`src/fab_defines.vh`:
```
`ifndef FAB_DEFINES_VH
`define FAB_DEFINES_VH
// Clock period in ps (200 MHz)
`define FAB_CLK_PS 5000
// Flash timing figures in ns
`define FAB_T_RC_NS 85
`define FAB_T_WP_NS 35
`define FAB_T_WPH_NS 30
`define FAB_T_RH_NS 50
`define FAB_T_ASO_NS 15
`define FAB_T_OEPH_NS 20
`define FAB_T_OEH_NS 10
`define FAB_T_RP_NS 500
`define FAB_T_BUSY_NS 90
// Least times round up to whole cycles
`define FAB_CYC_UP(ns) (((ns) * 1000 + `FAB_CLK_PS - 1) / `FAB_CLK_PS)
// Register offsets (word index in low address bits)
`define FAB_REG_CTRL 4'h0
`define FAB_REG_ADDR 4'h1
`define FAB_REG_WDATA 4'h2
`define FAB_REG_RDATA 4'h3
`define FAB_REG_STATUS 4'h4
`define FAB_REG_IRQ 4'h5
`define FAB_REG_MASK 4'h6
// Control command codes, bits [2:0] of CTRL write
`define FAB_CMD_READ 3'h1
`define FAB_CMD_WRITE 3'h2
`define FAB_CMD_POLL 3'h3
`define FAB_CMD_RESET 3'h4
// Interrupt bit positions
`define FAB_IRQ_DONE 0
`define FAB_IRQ_READY 1
`define FAB_IRQ_TOGGLE_STOP 2
`endif

```
`src/fab_host.v`:
```
// How it works
// - Read cycle held at least tRC.
// - Wait 50ns after reset release before reading.
// - New write right after the last one ends; ready is not checked.
// - Address set 15ns before output enable in polls.
// - Output enable high 20ns between polls.
// - Output enable waits 10ns after write strobe.
// - Write low tWP, high 30ns.
// - Toggle via output enable cycling.
//
// Design decisions made here: the register offsets and strobed register access.
`timescale 1ns/10ps
`include "fab_defines.vh"
module fab_host #(
    parameter AW = 22,
    parameter DW = 16,
    parameter RESET_HOLD_NS = 20000,
    parameter READY_WAIT_NS = 20000
) (
    // Clock and reset
    input wire ref_clk,
    input wire nrst,
    // Software port
    input wire [3:0] sw_addr,
    input wire [31:0] sw_wdata,
    input wire sw_wr,
    input wire sw_rd,
    output reg [31:0] sw_rdata,
    output wire irq,
    // Flash bus
    output reg [AW-1:0] fl_addr,
    output reg [DW-1:0] fl_dq_out,
    output reg fl_dq_oe,
    input wire [DW-1:0] fl_dq_in,
    output reg fl_ce_n,
    output reg fl_oe_n,
    output reg fl_we_n,
    output reg fl_reset_n,
    input wire ready_busy_out_n
);
    // Cycle counts derived from the times, rounded up so no minimum is cut
    localparam [31:0] C_RC = `FAB_CYC_UP(`FAB_T_RC_NS);
    localparam [31:0] C_WP = `FAB_CYC_UP(`FAB_T_WP_NS);
    localparam [31:0] C_WPH = `FAB_CYC_UP(`FAB_T_WPH_NS);
    localparam [31:0] C_RH = `FAB_CYC_UP(`FAB_T_RH_NS);
    localparam [31:0] C_ASO = `FAB_CYC_UP(`FAB_T_ASO_NS);
    localparam [31:0] C_OEPH = `FAB_CYC_UP(`FAB_T_OEPH_NS);
    localparam [31:0] C_OEH = `FAB_CYC_UP(`FAB_T_OEH_NS);
    localparam [31:0] C_RP = `FAB_CYC_UP(`FAB_T_RP_NS);
    localparam [31:0] C_BUSY = `FAB_CYC_UP(`FAB_T_BUSY_NS);
    // Long waits scale with the parameters; short values suit simulation only
    localparam [31:0] C_RHOLD = (RESET_HOLD_NS * 1000 + `FAB_CLK_PS - 1) / `FAB_CLK_PS;
    localparam [31:0] C_RDYW = (READY_WAIT_NS * 1000) / `FAB_CLK_PS;
    // Last counter value of each phase
    // Three extra read cycles cover the synchroniser delay on the data
    localparam [31:0] END_RD = C_RC + 32'h2;
    localparam [31:0] END_WP = C_WP - 32'h1;
    localparam [31:0] END_WPH = C_WPH - 32'h1;
    localparam [31:0] END_AS = C_ASO + C_OEH;
    localparam [31:0] END_OEPH = C_OEPH - 32'h1;
    localparam [31:0] END_RH = C_RH - 32'h1;
    localparam [31:0] END_HOLD = C_RHOLD - 32'h1;
    // States
    localparam [3:0] S_IDLE = 4'h0;
    localparam [3:0] S_RD = 4'h1;
    localparam [3:0] S_WR_LO = 4'h2;
    localparam [3:0] S_WR_HI = 4'h3;
    localparam [3:0] S_POLL_AS = 4'h4;
    localparam [3:0] S_POLL_OE = 4'h5;
    localparam [3:0] S_POLL_GAP = 4'h6;
    localparam [3:0] S_RST_LO = 4'h7;
    localparam [3:0] S_RST_WAIT = 4'h8;
    localparam [3:0] S_RST_REC = 4'h9;
    localparam [3:0] S_OEH = 4'hA;

    // Sequencer state and captured values
    reg [3:0] state;
    reg [31:0] cnt;
    reg [AW-1:0] addr_reg;
    reg [DW-1:0] wdata_reg;
    reg [DW-1:0] rdata_reg;
    reg [DW-1:0] last_poll;
    reg have_last;
    reg [2:0] irq_stat;
    reg [2:0] irq_mask;
    reg standby;
    reg timeout;
    // Synchroniser stages for the pin inputs
    reg rb_s1;
    reg rb_s2;
    reg [DW-1:0] dq_s1;
    reg [DW-1:0] dq_s2;
    // One-cycle event pulses into the sticky status
    reg [2:0] ev;
    reg rb_prev;

    // Any state but idle counts as busy; commands are refused then
    wire busy = (state != S_IDLE);
    wire cmd_go = sw_wr && (sw_addr == `FAB_REG_CTRL) && !busy;
    wire [2:0] cmd = sw_wdata[2:0];

    // Write-one-to-clear bits and the events that set status bits
    wire [2:0] clr_bits = (sw_wr && sw_addr == `FAB_REG_IRQ) ? sw_wdata[2:0] : 3'h0;
    wire [2:0] set_bits = ev | {1'b0, rb_s2 & ~rb_prev, 1'b0};
    // Set beats clear when both land in one cycle, so no event is lost
    wire [2:0] next_irq_stat = (irq_stat & ~clr_bits) | set_bits;

    // Level interrupt straight from the status and mask flops
    assign irq = |(irq_stat & irq_mask);

    // Two-flop synchronisers on all pin inputs
    always @(posedge ref_clk) begin
        if (!nrst) begin
            rb_s1 <= 1'b1;
            rb_s2 <= 1'b1;
            dq_s1 <= {DW{1'b0}};
            dq_s2 <= {DW{1'b0}};
        end else begin
            rb_s1 <= ready_busy_out_n;
            rb_s2 <= rb_s1;
            dq_s1 <= fl_dq_in;
            dq_s2 <= dq_s1;
        end
    end

    // Flash bus sequencer
    always @(posedge ref_clk) begin
        if (!nrst) begin
            state <= S_IDLE;
            cnt <= 32'h0;
            fl_addr <= {AW{1'b0}};
            fl_dq_out <= {DW{1'b0}};
            fl_dq_oe <= 1'b0;
            fl_ce_n <= 1'b1;
            fl_oe_n <= 1'b1;
            fl_we_n <= 1'b1;
            fl_reset_n <= 1'b1;
            rdata_reg <= {DW{1'b0}};
            last_poll <= {DW{1'b0}};
            have_last <= 1'b0;
            standby <= 1'b0;
            timeout <= 1'b0;
            ev <= 3'h0;
        end else begin
            ev <= 3'h0;
            case (state)
                S_IDLE: begin
                    // Commands are only taken here
                    cnt <= 32'h0;
                    if (cmd_go) begin
                        fl_addr <= addr_reg;
                        // Write may follow a read at once
                        case (cmd)
                            `FAB_CMD_READ: begin
                                fl_ce_n <= 1'b0;
                                fl_oe_n <= 1'b0;
                                state <= S_RD;
                            end
                            `FAB_CMD_WRITE: begin
                                fl_ce_n <= 1'b0;
                                fl_we_n <= 1'b0;
                                fl_dq_out <= wdata_reg;
                                fl_dq_oe <= 1'b1;
                                state <= S_WR_LO;
                            end
                            `FAB_CMD_POLL: begin
                                fl_ce_n <= 1'b0;
                                have_last <= 1'b0;
                                state <= S_POLL_AS;
                            end
                            `FAB_CMD_RESET: begin
                                fl_reset_n <= 1'b0;
                                standby <= 1'b0;
                                timeout <= 1'b0;
                                state <= S_RST_LO;
                            end
                            default: state <= S_IDLE;
                        endcase
                    end
                end

                S_RD: begin
                    // Data sampled late, after synchroniser delay
                    cnt <= cnt + 32'h1;
                    if (cnt >= END_RD) begin
                        rdata_reg <= dq_s2;
                        fl_ce_n <= 1'b1;
                        fl_oe_n <= 1'b1;
                        ev[`FAB_IRQ_DONE] <= 1'b1;
                        state <= S_IDLE;
                    end
                end

                S_WR_LO: begin
                    // Strobe low for the full pulse width
                    cnt <= cnt + 32'h1;
                    if (cnt >= END_WP) begin
                        fl_we_n <= 1'b1;
                        cnt <= 32'h0;
                        state <= S_WR_HI;
                    end
                end

                S_WR_HI: begin
                    // Keep strobe high tWPH, then back to idle without waiting the tBUSY window
                    cnt <= cnt + 32'h1;
                    if (cnt >= END_WPH) begin
                        fl_ce_n <= 1'b1;
                        fl_dq_oe <= 1'b0;
                        ev[`FAB_IRQ_DONE] <= 1'b1;
                        state <= S_IDLE;
                    end
                end

                S_POLL_AS: begin
                    // Address stands before output enable falls
                    cnt <= cnt + 32'h1;
                    if (cnt >= END_AS) begin
                        fl_oe_n <= 1'b0;
                        cnt <= 32'h0;
                        state <= S_POLL_OE;
                    end
                end

                S_POLL_OE: begin
                    cnt <= cnt + 32'h1;
                    if (cnt >= END_RD) begin
                        // Toggle bit 6 compares across reads
                        fl_oe_n <= 1'b1;
                        last_poll <= dq_s2;
                        have_last <= 1'b1;
                        cnt <= 32'h0;
                        if (have_last && (last_poll[6] == dq_s2[6])) begin
                            rdata_reg <= dq_s2;
                            fl_ce_n <= 1'b1;
                            ev[`FAB_IRQ_TOGGLE_STOP] <= 1'b1;
                            state <= S_IDLE;
                        end else begin
                            state <= S_POLL_GAP;
                        end
                    end
                end

                S_POLL_GAP: begin
                    // Erase length is unknown: poll until toggling stops
                    cnt <= cnt + 32'h1;
                    if (cnt >= END_OEPH) begin
                        fl_oe_n <= 1'b0;
                        cnt <= 32'h0;
                        state <= S_POLL_OE;
                    end
                end

                S_RST_LO: begin
                    // Pulse held long enough for standby
                    cnt <= cnt + 32'h1;
                    if (cnt >= END_HOLD && cnt >= C_RP) begin
                        standby <= 1'b1;
                        fl_reset_n <= 1'b1;
                        cnt <= 32'h0;
                        state <= S_RST_WAIT;
                    end
                end

                S_RST_WAIT: begin
                    // Ready expected within the abort bound
                    cnt <= cnt + 32'h1;
                    if (rb_s2 && cnt >= C_BUSY) begin
                        cnt <= 32'h0;
                        state <= S_RST_REC;
                    end else if (cnt >= C_RDYW) begin
                        timeout <= 1'b1;
                        cnt <= 32'h0;
                        state <= S_RST_REC;
                    end
                end

                S_RST_REC: begin
                    // No read until the recovery time has passed
                    cnt <= cnt + 32'h1;
                    if (cnt >= END_RH) begin
                        ev[`FAB_IRQ_DONE] <= 1'b1;
                        state <= S_IDLE;
                    end
                end
                default: state <= S_IDLE;
            endcase
        end
    end

    // Ready edge event
    always @(posedge ref_clk) begin
        if (!nrst)
            rb_prev <= 1'b1;
        else
            rb_prev <= rb_s2;
    end

    // Software registers and sticky status; set beats clear
    always @(posedge ref_clk) begin
        if (!nrst) begin
            addr_reg <= {AW{1'b0}};
            wdata_reg <= {DW{1'b0}};
            irq_stat <= 3'h0;
            irq_mask <= 3'h0;
        end else begin
            if (sw_wr && sw_addr == `FAB_REG_ADDR)
                addr_reg <= sw_wdata[AW-1:0];
            if (sw_wr && sw_addr == `FAB_REG_WDATA)
                wdata_reg <= sw_wdata[DW-1:0];
            if (sw_wr && sw_addr == `FAB_REG_MASK)
                irq_mask <= sw_wdata[2:0];
            // Sticky value worked out beside the wires above
            irq_stat <= next_irq_stat;
        end
    end

    // Read port, data one cycle after strobe
    always @(posedge ref_clk) begin
        if (!nrst) begin
            sw_rdata <= 32'h0;
        end else if (sw_rd) begin
            case (sw_addr)
                `FAB_REG_CTRL: sw_rdata <= 32'h0;
                `FAB_REG_ADDR: sw_rdata <= {{(32-AW){1'b0}}, addr_reg};
                `FAB_REG_WDATA: sw_rdata <= {{(32-DW){1'b0}}, wdata_reg};
                `FAB_REG_RDATA: sw_rdata <= {{(32-DW){1'b0}}, rdata_reg};
                `FAB_REG_STATUS: sw_rdata <= {28'h0, timeout, standby, rb_s2, busy};
                `FAB_REG_IRQ: sw_rdata <= {29'h0, irq_stat};
                `FAB_REG_MASK: sw_rdata <= {29'h0, irq_mask};
                default: sw_rdata <= 32'h0;
            endcase
        end else begin
            sw_rdata <= 32'h0;
        end
    end
endmodule

```
`config.mk`:
```
export PLATFORM = sky130hd
export DESIGN_NAME = fab_host
export DESIGN_NICKNAME = d
export VERILOG_FILES = /design/src/fab_host.v
export VERILOG_INCLUDE_DIRS = /design/src
export SDC_FILE = /design/constraint.sdc
export NUM_CORES = 1
export LEC_CHECK = 0
export BUFFER_PORTS_ARGS = -buffer_cell sky130_fd_sc_hd__buf_4
export CAP_MARGIN = 5
export CORE_MARGIN = 3
export CORE_UTILIZATION = 40
export CTS_BUF_LIST = sky130_fd_sc_hd__clkbuf_2
export DETAILED_ROUTE_END_ITERATION = 10
export PLACE_DENSITY = 0.63
export SETUP_SLACK_MARGIN = 0.1
export SLEW_MARGIN = 30
export SYNTH_ARGS = -nofsm -noshare
export SYNTH_HDL_FRONTEND = slang
export SYNTH_SLANG_ARGS = --single-unit
export TNS_END_PERCENT = 1
```
`constraint.sdc`:
```
create_clock -name ref_clk -period 2.5 [get_ports ref_clk]
set_input_delay 0.375 -clock ref_clk [delete_from_list [all_inputs] [get_ports ref_clk]]
set_output_delay 0.375 -clock ref_clk [all_outputs]
set_load 0.03 [all_outputs]
```
==> impl_metrics.env, run 1 <==
export IMPL_status="completed"
export IMPL_io_pins=133
export IMPL_hold_worst_slack_ps=94.5
export IMPL_vias=7102
export IMPL_syn_area_per_cell_um2=8.74
export IMPL_cts_buffers=51
export IMPL_dr_wl_met3_um=1420
export IMPL_drt_pass1_iter_count=6
export IMPL_antenna_found_initial=1
export IMPL_htree_levels=2
export IMPL_slew_violations=0
export IMPL_syn_to_final_growth_pct=24.1
export IMPL_insertion_delay_ps=820
export IMPL_grt_max_degree=175
export IMPL_core_mm2=0.0198
export IMPL_grt_use_total_pct=18.7
export IMPL_vias_per_cell=4.99
export IMPL_power_mw=6.47
export IMPL_synth_edf_count=0
export IMPL_cts_root_buf="clkbuf_2"
export IMPL_rows=51
export IMPL_rsz0062_at_grt="yes"
export IMPL_finalCritPeriodShare_pct=92.1
export IMPL_syn_area_mm2=0.00826
export IMPL_cts_sinks=202
export IMPL_wl_met1_um=10300
export IMPL_syn_inst=945
export IMPL_port_buffers=112
export IMPL_grt_pass1_wl_um=33700
export IMPL_async_flop_share_pct=0
export IMPL_arrival_ps=3010
export IMPL_grt_pass1_vias=6535
export IMPL_min_path_type="in -> reg"
export IMPL_regMostFlops="cnt"
export IMPL_grt_overflow=0
export IMPL_nets=1181
export IMPL_tritoncts="built"
export IMPL_setup_viol=0
export IMPL_worst_clock_skew_ps=71.9
export IMPL_crit_type="reg -> reg"
export IMPL_yosys_warnings=0
export IMPL_die_w_um=150
export IMPL_routed_wl_met2_um=9070
export IMPL_worst_setup_path_start_kind="flip-flop"
export IMPL_start_util_pct=41.6
export IMPL_drt_iter0_markers=476
export IMPL_largest_register_ffs=32
export IMPL_drv_cap=0
export IMPL_synth_cell_type_count=63
export IMPL_gp_congestion=0.865
export IMPL_leakage_nw=3.88
export IMPL_die_h_um=150
export IMPL_dpl_cell_area_mm2=0.00938
export IMPL_final_area_mm2=0.0102
export IMPL_layout_min_cycle_time_ps=2300
export IMPL_cp_end_kind="flip-flop"
export IMPL_power_per_cell_area_mw_per_mm2=631
export IMPL_final_layout_size_suffix_gt1_share_pct=21.3
export IMPL_postSynthRegisterBits=202
export IMPL_clockBufferDepth=3
export IMPL_drc=0
export IMPL_cts_clk_slew_worst_paths_ps=110
export IMPL_crit_required_ps=3200
export IMPL_seq_area_frac_synth_pct=49.0
export IMPL_holdPathStages=4
export IMPL_fmax_ghz=0.434
export IMPL_highest_layer="met4"
export IMPL_slew_headroom_pct=53.8
export IMPL_drtAntennaViolNets=0
export IMPL_die_area_mm2=0.0224
export IMPL_worst_r2r_path_depth=9
export IMPL_worstMarginPinSlew_ps=693
export IMPL_final_core_util_pct=51.6
export IMPL_routedWlPerCell_um=14.9
export IMPL_synth_top_flop_cell="dfxtp_1"
export IMPL_wirelength_um=21300
export IMPL_finalSetupTns_ps=0
export IMPL_path_max_fanout=29
export IMPL_finalHoldViolCount=0
export IMPL_dp_final_hpwl_um=14000
export IMPL_ir_drop_mv=0.312
==> path summary, 6_finish.rpt <==
path	from	to	slack, ps
worst max-delay path	cnt[1]	cnt[7]	200
worst min-delay path	sw_addr[2]	sw_rdata[16]	90
worst min register to register	dq_s1[1]	dq_s2[1]	390
worst max register to register	cnt[1]	cnt[7]	200
==> metrics by stage <==
step	std cells	setup slack, ps
detailed placement	1290	233
finish	1422	196
global route	1422	38.3
floorplan	954	394
CTS	1420	158
global placement	1290	276
==> power breakdown <==
part | internal, mW | leakage [nW] | switching (mW) | total, mW
clock network | 0.779 | 0.332 | 1.31 | 2.09
logic | 0.420 | 1.91 | 0.568 | 0.989
registers | 3.29 | 1.64 | 0.0945 | 3.39
==> cells in the mapped netlist, types with 6 or more instances <==
cell	instances	area, µm²
dfxtp_1	202	4040
nand2_1	201	754
a21boi_0	77	578
nor2_1	64	240
clkbuf_1	45	169
and2_1	39	244
nand3_1	38	190
o21ai_0	27	135
xnor2_1	24	210
a21oi_1	17	85.1
a222oi_1	16	160
nor2b_1	16	100
nor3_1	15	75.1
inv_1	12	45.0
nand2b_1	12	75.1
buf_4	10	75.1
nand4_1	10	62.6
buf_2	9	45.0
nor2_2	9	56.3
xor2_1	9	78.8
mux2i_1	6	60.1
==> cell type report <==
type / instances / area [µm²]
repair buffers: 181 / 1490
multi-input cells: 672 / 3890
fillers: 1926 / 9600
clock inverters: 16 / 72.6
flip-flops and latches: 202 / 4050
diodes: 2 / 5.00
clock buffers: 72 / 360
well taps: 265 / 332
inverters: 12 / 45.0
==> worst max-delay path, cell delays in order (launching register included) <==
cell and delay (ps):
dfxtp_1 450, inv_1 90, ha_1 190, or3b_2 440, a221o_1 320, nand2_1 100, a221o_2 210, o31ai_4 70
buf_12 210, nor2_1 120
==> repair_timing <==
item	in CTS	in global routing
setup endpoints to repair	0	23
buffers inserted	0	0
hold endpoints to repair	64	0
hold buffers	42	0
gates resized for setup	0	3
==> per-layer routing <==
metal	vias up	global-route usage, %
met5	-	0
met4	0	5.90
met3	36	4.36
met2	239	28.5
met1	3243	26.4
li1	3584	-
==> logic make-up (layout without fill, tap and decap cells) <==
group / after synthesis / in the layout / share of synthesized area, %
muxes: 6 / 6 / 0.728
AOI/OAI and AO/OA: 179 / 179 / 15.9
other: 1 / 12 / 0.0454
and+or+nand+nor: 440 / 440 / 25.8
buffers and inverters: 80 / 281 / 4.41
DFF: 202 / 202 / 49.0
xor gates and xnor gates: 33 / 33 / 3.50
adders and majority gates: 4 / 4 / 0.606
==> cell usage in the layout, fill, tap and decap left out, types with 3 or more instances in the layout <==
cell type / count
mux2i_1: 6
and2_1: 39
dfxtp_1: 199
o31ai_1: 4
ha_1: 4
nor2_2: 9
buf_4: 137
nand3b_1: 3
a22o_1: 3
nand4_1: 10
a31oi_1: 5
nor3_2: 3
clkbuf_2: 72
nor2_1: 64
a21oi_1: 17
conb_1: 10
dlygate4sd3_1: 42
nand2b_1: 12
nor3_1: 14
a21boi_0: 77
clkinv_1: 11
o21a_1: 4
nor2b_1: 16
a22oi_1: 3
nor4_2: 4
dfxtp_2: 3
inv_1: 12
nor4_1: 3
nand3_1: 38
nand2_1: 201
a222oi_1: 16
o21ai_0: 27
xnor2_1: 24
and3_1: 5
clkinv_2: 3
xor2_1: 9
or3_1: 5
No activity file was read; power rests on OpenSTA's default activity.
==> run 2, diff against run 1 <==
CORE_UTILIZATION = 58   (was 40)
PLACE_DENSITY = 0.85   (was 0.63)
==> run 2 against run 1 <==
Net effect:
- critical path depth stayed put
- clock power grew 9%
- register-to-register slack improved by 40 ps
- core utilization increased by 24 points
- design area decreased by 0.44%
- clock skew shrank 33 ps
- cell count decreased by 6.2%
- combinational power shrank 2%
- first-iteration DRC count increased by 53%
- critical path type unchanged
- power is 2.5% higher
- die area is 30% lower
- setup slack better by 40 ps
- largest power group unchanged
==> impl_metrics.env, run 2 (synthesis results as in run 1) <==
export IMPL_status="completed"
export IMPL_slew_headroom_pct=55.6
export IMPL_drt_pass1_iter_count=5
export IMPL_grt_max_degree=175
export IMPL_worstMarginPinSlew_ps=666
export IMPL_register_area_mm2=0.00405
export IMPL_clockBufferDepth=3
export IMPL_crit_required_ps=3160
export IMPL_grt_pass1_wl_um=33800
export IMPL_finalSetupTns_ps=0
export IMPL_die_h_um=125
export IMPL_port_buffers=112
export IMPL_grt_use_total_pct=25.8
export IMPL_gp_congestion=0.904
export IMPL_path_max_fanout=29
export IMPL_power_per_cell_area_mw_per_mm2=650
export IMPL_core_mm2=0.0136
export IMPL_use_met3_pct=5.54
export IMPL_cts_buffers=49
export IMPL_antenna_found_initial=0
export IMPL_finalCritPeriodShare_pct=90.6
export IMPL_grt_util_met2_pct=40.4
export IMPL_vias_per_cell=5.54
export IMPL_layout_commonest_cell="nand2_1"
export IMPL_holdPathStages=4
export IMPL_worst_clock_skew_ps=38.9
export IMPL_cts_root_buf="clkbuf_2"
export IMPL_largest_register_ffs=32
export IMPL_syn_to_final_growth_pct=23.6
export IMPL_start_util_pct=60.9
export IMPL_wirelength_um=20600
export IMPL_leakage_nw=3.92
export IMPL_cts_sinks=202
export IMPL_dp_final_hpwl_um=13500
export IMPL_worst_r2r_path_depth=9
export IMPL_layout_min_cycle_time_ps=2260
export IMPL_rsz0062_at_grt="yes"
export IMPL_finalHoldViolCount=0
export IMPL_postCtsSetupBuffers=0
export IMPL_arrival_ps=2930
export IMPL_regMostFlops="cnt"
export IMPL_grt_overflow=0
export IMPL_timing_critical_path_cells="inv_1 -> ha_1 -> or3b_2 -> a221o_1 -> nand2_1 -> a221o_2 -> o31ai_4 -> buf_6 -> nor2_1"
export IMPL_grt_pass1_vias=7030
export IMPL_grtUsageMet1_pct=34.1
export IMPL_fillCellCount=1005
export IMPL_vias=7387
export IMPL_htree_levels=2
export IMPL_nets=1179
export IMPL_min_path_type="in -> reg"
export IMPL_slew_violations=0
export IMPL_fmax_ghz=0.442
export IMPL_multiInputGateArea_mm2=0.00391
export IMPL_cts_clk_slew_worst_paths_ps=100
export IMPL_drc=0
export IMPL_insertion_delay_ps=770
export IMPL_die_area_mm2=0.0157
export IMPL_worst_setup_path_start_kind="flip-flop"
export IMPL_slowest_stage="a221o_2"
export IMPL_rows=42
export IMPL_ir_drop_mv=0.396
export IMPL_drtAntennaViolNets=0
export IMPL_grt_busiest_layer="met2"
export IMPL_setup_viol=0
export IMPL_routedWlPerCell_um=15.4
export IMPL_slowest_delay_ps=430
export IMPL_final_layout_size_suffix_gt1_share_pct=21.4
export IMPL_die_w_um=125
export IMPL_crit_type="reg -> reg"
export IMPL_drv_cap=0
export IMPL_drt_iter0_markers=729
export IMPL_cp_end_kind="flip-flop"
export IMPL_layout_common_cells="201 x nand2_1, 199 x dfxtp_1, 136 x buf_4"
export IMPL_tritoncts="built"
export IMPL_io_pins=133
export IMPL_final_core_util_pct=75.2
export IMPL_antenna_cells=0
run 2: cell count changes in the layout (fill, tap and decap cells not counted), sizes merged:
cell      delta
clkbuf       +3
clkinvlp     -1
clkinv       -2
bufinv       +2
diode        -2
inv          +1
run 2: power breakdown:
part / switching [mW] / internal [mW] / leakage [nW]
registers: 0.0926 / 3.29 / 1.64
clock network: 1.27 / 1.00 / 0.364
logic: 0.559 / 0.413 / 1.91
run 2: final timing paths:
| path | startpoint | end | slack (ps) |
|---|---|---|---|
| worst max register to register | cnt[0] | cnt[17] | 240 |
| worst max-delay path | cnt[0] | cnt[17] | 240 |
| worst min-delay path | sw_wr | wdata_reg[2] | 100 |
| worst min register to register | rb_s1 | rb_s2 | 420 |
run 2: metal layers:
layer | share of wire (%) | routed length (µm) | vias to the layer above
met5 | 0 | 0 | -
met4 | 3.5 | 723 | 0
met3 | 8.5 | 1740 | 63
met2 | 46 | 9510 | 336
met1 | 42 | 8590 | 3407
li1 | - | - | 3581
run 2: layout make-up:
class,count,share of cell area [%]
clock buffers,75,3.68
clock inverters,16,1.10
inverters,12,0.442
multi-input cells,672,38.3
flip-flops and latches,202,39.7
well taps,176,2.16
repair buffers,181,14.6
run 2: per-stage QoR:
step	hold slack (ps)	cell area (µm²)	power (mW)	instances	setup slack, ps
2_1_floorplan	386	8290	4.09	954	394
3_3_place_gp	394	9270	4.33	1201	226
3_5_place_dp	398	9270	4.35	1201	154
4_1_cts	46.6	10200	6.66	1334	126
5_1_grt	67.8	10200	6.96	1334	87.8
6_report	105	10200	6.63	1334	236
run 2: worst max-delay path: cells and delay by family, from the launching register on:
family                   cells  cell delay [ps]
AO/OA/AOI/OAI                3              770
adder cells (fa/ha/maj)      1              220
buffers and inverters        2              390
flip-flops                   1              410
AND/OR/NAND/NOR              3              370
run 2: timing repair:
item,CTS,global route
endpoints found under the setup margin,0,36
resized for setup,0,6
hold buffers,42,0
endpoints found under the hold margin,64,0
==> run 3, diff against run 2 <==
CAP_MARGIN = 10   (was 5)
clock period = 2.3 ns   (was 2.5 ns; I/O delays follow)
==> run 3 against run 2 <==
Net effect:
- combinational power increased by 19%
- die area unchanged
- count of clock-buffer cells in the layout decreased by 9
- register-to-register slack got worse by 50 ps
- clock power decreased by 6%
- non-clock buffer count increased by 15
- worst hold slack got worse by 29 ps
- power increased by 4.9%
- clock skew increased by 3.4 ps
- setup slack got worse by 140 ps
- critical path type is now reg -> out
- highest routed layer unchanged
==> impl_metrics.env, run 3 (synthesis results as in run 1) <==
export IMPL_drc=0
export IMPL_crit_type="reg -> out"
export IMPL_grt_pass1_wl_um=33700
export IMPL_multiInputGateArea_mm2=0.00395
export IMPL_reg2reg_slack_ps=190
export IMPL_power_per_cell_area_mw_per_mm2=677
export IMPL_vias_per_cell=5.45
export IMPL_grt_overflow=0
export IMPL_grt_use_total_pct=25.8
export IMPL_final_layout_size_suffix_gt1_share_pct=22.8
export IMPL_port_buffers=112
export IMPL_drv_cap=0
export IMPL_arrival_ps=1860
export IMPL_nets=1193
export IMPL_insertion_delay_ps=790
export IMPL_grt_pass1_vias=7072
export IMPL_die_h_um=125
export IMPL_cts_root_buf="clkbuf_2"
export IMPL_tritoncts="built"
export IMPL_core_mm2=0.0136
export IMPL_syn_to_final_growth_pct=24.4
export IMPL_rows=42
export IMPL_rsz0062_at_grt="yes"
export IMPL_path_max_fanout=2
export IMPL_final_area_mm2=0.0103
export IMPL_worst_clock_skew_ps=42.4
export IMPL_finalCritPeriodShare_pct=95.8
export IMPL_layout_common_cells="201 x nand2_1, 196 x dfxtp_1, 150 x buf_4"
export IMPL_clockBufferDepth=3
export IMPL_gp_congestion=0.874
export IMPL_cts_sinks=202
export IMPL_routedWlPerCell_um=15.5
export IMPL_wirelength_um=20800
export IMPL_antenna_found_initial=0
export IMPL_register_area_mm2=0.00405
export IMPL_worstMarginPinSlew_ps=604
export IMPL_die_w_um=125
export IMPL_worst_setup_path_start_kind="flip-flop"
export IMPL_slew_headroom_pct=59.7
export IMPL_cts_clk_slew_worst_paths_ps=110
export IMPL_layout_min_cycle_time_ps=2200
export IMPL_io_pins=133
export IMPL_htree_levels=2
export IMPL_fillCellCount=987
export IMPL_finalHoldViolCount=0
export IMPL_dpl_cell_area_mm2=0.00936
export IMPL_grt_max_degree=58
export IMPL_drt_iter0_markers=811
export IMPL_crit_required_ps=1960
export IMPL_ir_drop_mv=0.504
export IMPL_drt_pass1_iter_count=8
export IMPL_start_util_pct=60.9
export IMPL_slew_violations=0
export IMPL_antenna_cells=0
export IMPL_cp_end_kind="output pin"
export IMPL_hold_worst_slack_ps=75.9
export IMPL_vias=7298
export IMPL_fmax_ghz=0.454
export IMPL_die_area_mm2=0.0157
export IMPL_layout_commonest_cell="nand2_1"
export IMPL_leakage_nw=3.95
export IMPL_min_path_type="in -> reg"
export IMPL_regMostFlops="cnt"
export IMPL_largest_register_ffs=32
export IMPL_drtAntennaViolNets=0
export IMPL_dp_final_hpwl_um=14000
export IMPL_cts_buffers=48
export IMPL_setup_viol=0
export IMPL_status="completed"
run 3: path summary, 6_finish.rpt:
check | end | start | depth (start not counted)
max | irq | irq_mask[2] | 3
min | irq_mask[2] | sw_wr | 5
max reg2reg | cnt[4] | cnt[0] | 9
min reg2reg | rb_s2 | rb_s1 | 1
run 3: metal layers:
metal	track usage, %	wire [µm]
met1	33.3	8740
met2	43.1	9940
met3	5.54	1750
met4	8.55	359
met5	0	0
run 3: what timing repair did:
item | CTS | global route
buffers inserted | 2 | 0
gates resized for setup | 4 | 17
hold buffers | 43 | 0
endpoints found under the setup margin | 30 | 67
pin swaps | 1 | 3
hold endpoints to repair | 72 | 0
run 3: power by group:
group          total [mW]  switching [mW]  internal, mW
Sequential           3.66          0.0833          3.58
Combinational        1.16           0.644         0.513
Clock                2.13            1.36         0.775
Total                6.95            2.09          4.87
run 3: layout make-up:
class / instances / share of cell area, %
Multi-Input combinational cell: 672 / 38.4
Clock inverter: 15 / 0.609
Clock buffer: 66 / 3.22
Inverter: 12 / 0.463
Tap cell: 176 / 2.14
Sequential cell: 202 / 39.5
Timing Repair Buffer: 196 / 15.7
run 3: per-stage QoR:
stage | utilization [%] | total power, mW | setup slack, ps | std cells | setup TNS [ps]
after CTS | 75.3 | 6.97 | 67.3 | 1339 | 0
after detailed placement | 69.1 | 4.79 | 63.9 | 1213 | 0
after global routing | 75.7 | 7.31 | -26.5 | 1339 | -26.5
after floorplan | - | 4.45 | 194 | 954 | 0
after global placement | 69.1 | 4.78 | 138 | 1213 | 0
final | 75.7 | 6.95 | 96.9 | 1339 | 0
run 3: critical path, cell delays in order, from the launching register on:
cell      delay (ps)
dfxtp_2          340
a222oi_1         430
inv_1            140
buf_6            170
